## config.mk

```make
export PLATFORM = sky130hd
export DESIGN_NAME = frs_reset_sequencer
export DESIGN_NICKNAME = d
export VERILOG_FILES = /design/src/common/frs_pkg.sv /design/src/design/frs_reset_sequencer.sv /design/src/design/frs_pin_sync.sv
export VERILOG_INCLUDE_DIRS = /design/src /design/src/common
export SDC_FILE = /design/constraint.sdc
export NUM_CORES = 1
export LEC_CHECK = 0
export ABC_AREA = 1
export ABC_CLOCK_PERIOD_IN_PS = 2400
export BUFFER_PORTS_ARGS = -buffer_cell sky130_fd_sc_hd__buf_2
export CORE_MARGIN = 2
export CORE_UTILIZATION = 55
export CTS_CLUSTER_SIZE = 12
export DETAILED_ROUTE_END_ITERATION = 10
export PLACE_DENSITY = 0.75
export SETUP_SLACK_MARGIN = 0.05
export SYNTH_ARGS = -nofsm -noshare
export SYNTH_HDL_FRONTEND = slang
export SYNTH_SLANG_ARGS = --single-unit
```

## constraint.sdc

```tcl
create_clock -name clock -period 2.4 [get_ports clock]
set_input_delay 0.24 -clock clock [delete_from_list [all_inputs] [get_ports clock]]
set_output_delay 0.24 -clock clock [all_outputs]
set_load 0.02 [all_outputs]
```

## src/common/frs_consts.svh

```systemverilog
// Purpose: timing and reset constants for the flash reset pin sequencer
// Assumes: core clock at 250 MHz (4 ns period)
// Notes: times are kept in their printed unit; cycle counts derive from them
`ifndef FRS_CONSTS_SVH
`define FRS_CONSTS_SVH
`define FRS_CLK_PERIOD_PS 4000
`define FRS_DESEL_NS 10
`define FRS_DESEL_LONG_NS 20
`define FRS_DESEL_CYC ((`FRS_DESEL_NS * 1000 + `FRS_CLK_PERIOD_PS - 1) / `FRS_CLK_PERIOD_PS)
`define FRS_DESEL_LONG_CYC \
    ((`FRS_DESEL_LONG_NS * 1000 + `FRS_CLK_PERIOD_PS - 1) / `FRS_CLK_PERIOD_PS)
`define FRS_RST_PULSE_NS 200
`define FRS_RST_PULSE_CYC \
    ((`FRS_RST_PULSE_NS * 1000 + `FRS_CLK_PERIOD_PS - 1) / `FRS_CLK_PERIOD_PS)
`define FRS_RECOVERY_US 35
`define FRS_RECOVERY_CYC \
    ((`FRS_RECOVERY_US * 1000000 + `FRS_CLK_PERIOD_PS - 1) / `FRS_CLK_PERIOD_PS)
`define FRS_POWER_UP_US 300
`define FRS_POWER_UP_CYC \
    ((`FRS_POWER_UP_US * 1000000 + `FRS_CLK_PERIOD_PS - 1) / `FRS_CLK_PERIOD_PS)
`define FRS_CNT_W 20
`endif

```

## src/common/frs_pkg.sv

```systemverilog
// Purpose: shared types for the flash reset pin sequencer
// Assumes: nothing beyond the constants header
// Notes: the sequencer state order is not significant
package frs_pkg;
    typedef enum logic [2:0] {
        FRS_POR,
        FRS_POR_HELD,
        FRS_READY,
        FRS_HW_RESET,
        FRS_SW_RESET
    } frs_state_e;
    typedef logic [19:0] frs_count_t;
endpackage

```

## src/design/frs_reset_sequencer.sv

```systemverilog
// Purpose: power-on and shared-pin hardware reset sequencing for a serial flash
// Assumes: 250 MHz free-running core clock; pins arrive asynchronously
// Notes: long counts are parameters so that a simulation can shorten them
`timescale 1ns/1ps
`default_nettype none
`include "frs_consts.svh"
module frs_reset_sequencer
    import frs_pkg::*;
#(
    parameter int POWER_UP_CYC = `FRS_POWER_UP_CYC,
    parameter int RECOVERY_CYC = `FRS_RECOVERY_CYC,
    parameter int DESEL_CYC = `FRS_DESEL_CYC,
    parameter int DESEL_LONG_CYC = `FRS_DESEL_LONG_CYC,
    parameter int RST_PULSE_CYC = `FRS_RST_PULSE_CYC
) (
    input wire logic clock,
    input wire logic reset_n,
    input wire logic supplyGood,
    input wire logic selectNPin,
    input wire logic sharedPinAIn,
    input wire logic sharedPinAPullEn,
    output logic sharedPinAOut,
    output logic sharedPinAOe,
    input wire logic quadModeEnableBit,
    input wire logic resetPinEnableBit,
    input wire logic quadReadDone,
    input wire logic softResetCmd,
    output logic deviceReady,
    output logic regRestore,
    output logic abortOps,
    output logic outputsHiZ,
    output logic commandBlock,
    output logic porFailed
);
    logic [1:0] rstSync_q;
    logic rstN;
    logic selN;
    logic pinRaw;
    logic pinLvl;
    frs_state_e state_q;
    frs_state_e state_d;
    frs_count_t timer_q;
    frs_count_t deselCnt_q;
    frs_count_t lowCnt_q;
    logic porBad_q;
    logic pinOut_q;
    logic pinOe_q;
    logic ready_q;
    logic restore_q;
    logic abort_q;
    logic hiZ_q;
    logic block_q;
    logic drive_q;
    logic selPrev_q;

    // reset release goes through two flops; the copy drives the whole design
    always_ff @(posedge clock or negedge reset_n) begin
        if (!reset_n) begin
            rstSync_q <= 2'b00;
        end else begin
            rstSync_q <= {rstSync_q[0], 1'b1};
        end
    end
    assign rstN = rstSync_q[1];

    // an undriven pin reads high through the pull-up
    assign pinRaw = sharedPinAIn | sharedPinAPullEn;

    frs_pin_sync #(.RESET_VALUE(1'b1)) uSelSync (
        .clock(clock),
        .rstN(rstN),
        .pinIn(selectNPin),
        .pinOut(selN)
    );

    frs_pin_sync #(.RESET_VALUE(1'b1)) uPinSync (
        .clock(clock),
        .rstN(rstN),
        .pinIn(pinRaw),
        .pinOut(pinLvl)
    );

    // deselect time grows when both pin reset and quad mode are on
    logic longDesel;
    frs_count_t deselLimit;
    logic deselOver;
    logic pinIsReset;
    logic resetLow;
    logic pulseLong;
    logic timerDone;
    assign longDesel = resetPinEnableBit & quadModeEnableBit;
    assign deselLimit = longDesel ? frs_count_t'(DESEL_LONG_CYC) : frs_count_t'(DESEL_CYC);
    assign deselOver = selN && (deselCnt_q >= deselLimit);
    assign pinIsReset = deselOver || !quadModeEnableBit;
    assign resetLow = pinIsReset && !pinLvl;
    assign pulseLong = lowCnt_q >= frs_count_t'(RST_PULSE_CYC);
    assign timerDone = timer_q == '0;

    // deselect timer on the core clock, since the serial clock may be stopped
    always_ff @(posedge clock or negedge rstN) begin
        if (!rstN) begin
            deselCnt_q <= '0;
        end else if (!selN) begin
            deselCnt_q <= '0;
        end else if (!deselOver) begin
            deselCnt_q <= deselCnt_q + 1'b1;
        end
    end

    // low-pulse width counter; counts only while the pin acts as reset
    always_ff @(posedge clock or negedge rstN) begin
        if (!rstN) begin
            lowCnt_q <= '0;
        end else if (!resetLow) begin
            lowCnt_q <= '0;
        end else if (!pulseLong) begin
            lowCnt_q <= lowCnt_q + 1'b1;
        end
    end

    // sequencer next state
    always_comb begin
        state_d = state_q;
        case (state_q)
            FRS_POR: begin
                if (supplyGood && timerDone) begin
                    state_d = pinLvl ? FRS_READY : FRS_POR_HELD;
                end
            end
            FRS_POR_HELD: begin
                if (pinLvl) begin
                    state_d = FRS_READY;
                end
            end
            FRS_READY: begin
                if (softResetCmd) begin
                    state_d = FRS_SW_RESET;
                end else if (resetLow && pulseLong) begin
                    state_d = porBad_q ? FRS_POR : FRS_HW_RESET;
                end
            end
            FRS_HW_RESET: begin
                if (timerDone) begin
                    state_d = FRS_READY;
                end
            end
            FRS_SW_RESET: begin
                if (timerDone) begin
                    state_d = FRS_READY;
                end
            end
            default: begin
                state_d = FRS_POR;
            end
        endcase
    end

    // state and interval timer; the timer loads on entry to a timed state
    always_ff @(posedge clock or negedge rstN) begin
        if (!rstN) begin
            state_q <= FRS_POR;
            timer_q <= frs_count_t'(POWER_UP_CYC);
        end else begin
            state_q <= state_d;
            if (state_q == FRS_POR && !supplyGood) begin
                timer_q <= frs_count_t'(POWER_UP_CYC);
            end else if (state_d != state_q && state_d == FRS_POR) begin
                timer_q <= frs_count_t'(POWER_UP_CYC);
            end else if (state_d != state_q && state_d != FRS_READY) begin
                timer_q <= frs_count_t'(RECOVERY_CYC);
            end else if (!timerDone) begin
                timer_q <= timer_q - 1'b1;
            end
        end
    end

    // power-on counts as failed if the supply drops before the interval ends;
    // the flag survives into ready so the next pin reset reruns the full power-on
    always_ff @(posedge clock or negedge rstN) begin
        if (!rstN) begin
            porBad_q <= 1'b0;
        end else if (state_q == FRS_READY && state_d == FRS_POR) begin
            porBad_q <= 1'b0;
        end else if (state_q == FRS_POR && !supplyGood &&
                timer_q != frs_count_t'(POWER_UP_CYC)) begin
            porBad_q <= 1'b1;
        end
    end

    // after a quad read, drive data line 3 high until deselect time ends
    always_ff @(posedge clock or negedge rstN) begin
        if (!rstN) begin
            selPrev_q <= 1'b1;
            drive_q <= 1'b0;
        end else begin
            selPrev_q <= selN;
            if (state_q != FRS_READY || deselOver || !selN) begin
                drive_q <= 1'b0;
            end else if (selN && !selPrev_q && quadReadDone && quadModeEnableBit) begin
                drive_q <= 1'b1;
            end
        end
    end

    // registered outputs; outputsHiZ is set in any reset, but sharedPinAOe follows state_q and can stay on for its first cycle
    always_ff @(posedge clock or negedge rstN) begin
        if (!rstN) begin
            pinOut_q <= 1'b1;
            pinOe_q <= 1'b0;
            ready_q <= 1'b0;
            restore_q <= 1'b0;
            abort_q <= 1'b0;
            hiZ_q <= 1'b1;
            block_q <= 1'b1;
        end else begin
            pinOut_q <= 1'b1;
            pinOe_q <= drive_q && state_q == FRS_READY;
            ready_q <= state_d == FRS_READY;
            restore_q <= state_q == FRS_READY && state_d != FRS_READY;
            abort_q <= state_d == FRS_HW_RESET;
            hiZ_q <= state_d != FRS_READY;
            block_q <= state_d != FRS_READY;
        end
    end

    assign sharedPinAOut = pinOut_q;
    assign sharedPinAOe = pinOe_q;
    assign deviceReady = ready_q;
    assign regRestore = restore_q;
    assign abortOps = abort_q;
    assign outputsHiZ = hiZ_q;
    assign commandBlock = block_q;
    assign porFailed = porBad_q;

    // checks
    chk_glitch_ignored: assert property (@(posedge clock) disable iff (!rstN)
        (state_q == FRS_READY && !pulseLong && !softResetCmd) |=> state_q == FRS_READY)
        else $error("short reset pulse started a reset");
    chk_por_ignores_pin: assert property (@(posedge clock) disable iff (!rstN)
        (state_q == FRS_POR && !timerDone) |=> state_q == FRS_POR)
        else $error("power-on left early");
    chk_hw_blocks_cmds: assert property (@(posedge clock) disable iff (!rstN)
        state_q == FRS_HW_RESET |-> commandBlock && outputsHiZ && abortOps)
        else $error("commands not blocked in reset");
    chk_hw_recovery_len: assert property (@(posedge clock) disable iff (!rstN)
        (state_q == FRS_READY && state_d == FRS_HW_RESET)
        |=> timer_q == frs_count_t'(RECOVERY_CYC))
        else $error("recovery timer not loaded");
    chk_bad_por_full: assert property (@(posedge clock) disable iff (!rstN)
        (state_q == FRS_READY && state_d != FRS_READY && !softResetCmd && porBad_q)
        |=> state_q == FRS_POR)
        else $error("failed power-on did not rerun");
    chk_held_in_reset: assert property (@(posedge clock) disable iff (!rstN)
        (state_q == FRS_POR_HELD && !pinLvl) |=> !deviceReady)
        else $error("ready while reset held");
    chk_pin_data_mode: assert property (@(posedge clock) disable iff (!rstN)
        (quadModeEnableBit && !deselOver) |=> lowCnt_q == '0)
        else $error("pin taken as reset while selected");
    chk_sw_reset_any: assert property (@(posedge clock) disable iff (!rstN)
        (state_q == FRS_READY && softResetCmd) |=> state_q == FRS_SW_RESET)
        else $error("software reset not taken");
    chk_drive_only_ready: assert property (@(posedge clock) disable iff (!rstN)
        sharedPinAOe |-> (sharedPinAOut && $past(state_q == FRS_READY)))
        else $error("pin driven low or outside ready");
    cov_hw_reset: cover property (@(posedge clock) disable iff (!rstN) state_q == FRS_HW_RESET);
    cov_por_held: cover property (@(posedge clock) disable iff (!rstN) state_q == FRS_POR_HELD);
    cov_sw_reset: cover property (@(posedge clock) disable iff (!rstN) state_q == FRS_SW_RESET);
    cov_pin_drive: cover property (@(posedge clock) disable iff (!rstN) sharedPinAOe);
endmodule
`default_nettype wire

```

## src/design/frs_pin_sync.sv

```systemverilog
// Purpose: three-flop synchroniser for one asynchronous pin
// Assumes: input comes from outside the core clock domain
// Notes: the output changes only when the second and third stages agree
`timescale 1ns/1ps
`default_nettype none
module frs_pin_sync #(
    parameter logic RESET_VALUE = 1'b1
) (
    input wire logic clock,
    input wire logic rstN,
    input wire logic pinIn,
    output logic pinOut
);
    logic [2:0] stage_q;
    logic out_q;

    // first stage feeds only the second, so no logic sees a metastable value
    always_ff @(posedge clock or negedge rstN) begin
        if (!rstN) begin
            stage_q <= {3{RESET_VALUE}};
            out_q <= RESET_VALUE;
        end else begin
            stage_q <= {stage_q[1:0], pinIn};
            if (stage_q[2] == stage_q[1]) begin
                out_q <= stage_q[1];
            end
        end
    end

    assign pinOut = out_q;
endmodule
`default_nettype wire

```

==> flow_summary_export.csv <==
group,metric,value,unit
sta,min_period_over_period,0.980,
power,p_seq_frac,0.531,
cells_and_area,stdcell_count,576,
hold_path,hold_path.class,"in2reg",
global_routing,antenna_found_initial,0,
floorplanning,dieArea,0.00769,mm^2
routing,dr.pass1.iters,5,
placed_design,port_buffers,16,
global_routing,track_usage,0.204,
logic_synthesis,yosys.cell_types.count,39,
cells_and_area,drive_above_1_share,0.265,
logic_synthesis,synth_fa_ha_area_frac,0.0247,
logic_synthesis,yosysTopAreaCell,"dfrtp_1",
floorplanning,die_h,87.7,um
power,p_int,1.96,mW
clocking,cts-buffers-inserted,9,
power,sw_frac_of_total,0.287,
power,power.density,612,mW/mm^2
sta,fin_skew,0.0106,ns
floorplanning,core,0.00679,mm^2
clocking,cts_sinks,81,
worst_setup_path,rrSetupSlack,0.05,ns
logic_synthesis,synth_mux_area_frac,0,
sta,slew_viol_final,0,
logic_synthesis,syn_avg_cell_area,8.98,um^2
logic_synthesis,synth_simple_gate_area_frac,0.274,
worst_setup_path,path_class,"reg2reg",
worst_setup_path,crit_path_max_fanout,11,
sta,fmax,0.425,GHz
floorplanning,rows,30,
global_routing,grt_max_degree,45,
global_routing,grt_pass1_vias,2778,
global_routing,overflow,0,
routing,vias,2831,
placed_design,place_ws,-0.0106,ns
sta,period_minus_slack,2.35,ns
clocking,clk_latency,0.36,ns
global_routing,grt-busiest-layer,"met2",
clocking,cts_buffer_depth,2,
logic_synthesis,synth.area.top_cells,"dfrtp_1 41%, dfstp_2 12%, inv_1 6.9%, nand2_1 6.6%, nor2_1 6.5%",
global_routing,grt_pass1_wl,12100,um
sta,hold_viol_final,0,
cells_and_area,finalNetCount,491,
clocking,clock-root-buffer,"clkbuf_8",
power,leakagePower,2.33,nW
sta,rsz0062_at_grt,"true",
power,ir_worst_vdd,0.476,mV
logic_synthesis,synthesis.area,0.00385,mm^2
worst_setup_path,cp.arrival,2.60,ns
power,clock_power_share,0.363,
routing,drt-initial-drc-count,153,
cells_and_area,syn2layout_area_growth,16.7,%
floorplanning,ios,18,
worst_setup_path,cp_data_required_time,2.65,ns
run,cap_violations,0,
logic_synthesis,synth_seq_cells,81,
global_routing,gr-usage-met2,0.326,
global_routing,grtUsageMet3,0.0424,
outcome,status,"finished, final reports clean",
routing,routed_wirelength,7120,um
routing,routedWlPerCell,12.4,um
clocking,cts_max_level,3,
logic_synthesis,ys.flop_type,"dfrtp_1",
floorplanning,die_w,87.7,um
clocking,cts_tree,"built",
placed_design,hpwl,4900,um
logic_synthesis,async_flop_share,1.00,
sta,setup_viol,0,
cells_and_area,antennaDiodeCount,0,
placed_design,place_inst,550,
routing,ant_nets,0,
clocking,cts.clk_slew.worst_paths,0.10,ns
worst_setup_path,critPathLaunchType,"register",
logic_synthesis,syn_inst,429,
cells_and_area,n_fill_cell,509,
logic_synthesis,synth_xor_area_frac,0.0296,
floorplanning,start_util,0.567,
logic_synthesis,synth_edf_count,0,
logic_synthesis,synth_top_family_by_area,"simple AND/OR/NAND/NOR gates",
logic_synthesis,synth-compound-area-share,0.0487,
power,power_switching,0.788,mW
power,p_comb_frac,0.106,
worst_setup_path,cp-end-kind,"register",
placed_design,finalWeightedCongestion,0.912,
sta,setup_ws,0.0472,ns
routing,drc,0,
global_routing,met1_usage,0.270,
logic_synthesis,yosysWarnings,0,
routing,viasPerCell,4.91,
logic_synthesis,synth_top_area_share,0.409,
logic_synthesis,yosysSeqAreaShare,0.532,
==> power by group through the flow <==
stage	Combinational [mW]	Sequential, mW	Clock [mW]
final	0.291	1.46	0.999
after global routing	0.331	1.47	1.09
after CTS	0.251	1.46	1.02
after detailed placement	0.236	1.49	0
after global placement	0.229	1.49	0
after floorplan	0.161	1.48	0
==> flip-flops by register name (all words and copies together), names as in the netlist, 2 cells and up <==
register	count
rstSync_q	2
uSelSync.stage_q	3
deselCnt_q	20
timer_q	20
lowCnt_q	20
uPinSync.stage_q	3
state_q	3
==> Yosys cell counts (6+ instances only) <==
cell and count:
inv_1 71, nor3_1 8, ha_1 6, dfstp_2 18, nand3_2 6, nor2_1 67
xor2_1 8, nand3_1 23, dfrtp_1 63, nand4_1 10, nand2_1 68, a21oi_1 15
==> metal layers <==
metal / share of wire / wire [um]
met1: 0.48 / 3390
met2: 0.46 / 3270
met3: 0.040 / 284
met4: 0.024 / 171
met5: 0 / 0
==> cell families (layout without fill, tap and decap cells) <==
family	Yosys count	after routing
AND/OR/NAND/NOR	212	213
flip-flops	81	81
XOR/XNOR	13	13
buffers and inverters	84	133
adder cells (fa/ha/maj)	8	8
AO/OA/AOI/OAI	30	30
other	1	2
==> cells in the final DEF, fill, tap and decap left out, drive strengths merged, types with 2 or more instances in the layout <==
cell and instances:
conb 2, o211ai 4, nand2 77, xnor2 5, ha 6, dlygate4sd3 2
inv 81, nor2 76, nand4 11, or2 4, nor3 11, clkinv 3
dfrtp 63, o21bai 2, nand3 31, a21oi 17, buf 38, clkbuf 9
xor2 8, o21ai 4, maj3 2, dfstp 18, nand3b 2
==> layout make-up <==
cell class / instances / area [um^2] / share of cell area
Clock buffer: 9 / 124 / 0.0276
Clock inverter: 7 / 78.8 / 0.0175
Inverter: 77 / 289 / 0.0643
Multi-Input combinational cell: 266 / 1540 / 0.342
Sequential cell: 81 / 2050 / 0.457
Tap cell: 96 / 120 / 0.0267
Timing Repair Buffer: 40 / 293 / 0.0651
==> metrics by stage <==
stage | power (mW) | util | setup TNS [ns] | hold slack [ns] | area, um^2
2_1_floorplan | 1.65 | - | 0 | -0.0556 | 3860
4_1_cts | 2.73 | 0.643 | 0 | 0.0495 | 4370
6_report | 2.75 | 0.662 | 0 | 0.0631 | 4500
5_1_grt | 2.89 | 0.662 | -2.07 | 0.0459 | 4500
3_3_place_gp | 1.72 | 0.608 | 0 | 0.0263 | 4130
3_5_place_dp | 1.72 | 0.608 | -0.0216 | 0.0286 | 4130
==> repair_timing <==
item                       CTS  global route
setup buffers                1             6
gates cloned                 0             1
setup endpoints to repair   10            20
hold endpoints to repair     3             0
gates resized for setup      3            20
hold buffers                 2             0
pin swaps                    0            14
==> critical path, stage by stage, from the launching register on <==
cell and delay [ns]:
dfrtp_1 0.41, ha_1 0.28, nand2_1 0.08, nand2_2 0.05
a21oi_2 0.15, nand3_2 0.09, nand2_2 0.12, nand2_4 0.07
nand4_1 0.12, nand2_2 0.10, nand2_4 0.12, nand2_2 0.06
nand2_2 0.07, inv_2 0.04, nand2_4 0.10, nand2_8 0.08
buf_8 0.15, nand3_1 0.10, nor2_2 0.05
==> worst paths after layout <==
| check | end | startpoint | depth (start not counted) |
|---|---|---|---|
| max reg2reg | timer_q[17] | deselCnt_q[1] | 18 |
| min in group asynchronous | rstSync_q[1] | reset_n | 2 |
| max | timer_q[17] | deselCnt_q[1] | 18 |
| min reg2reg | lowCnt_q[7] | rstSync_q[1] | 0 |
| max in group asynchronous | commandBlock | rstSync_q[1] | 1 |
| min | uPinSync.stage_q[0] | sharedPinAIn | 2 |
(Power assumes the default switching activity.)
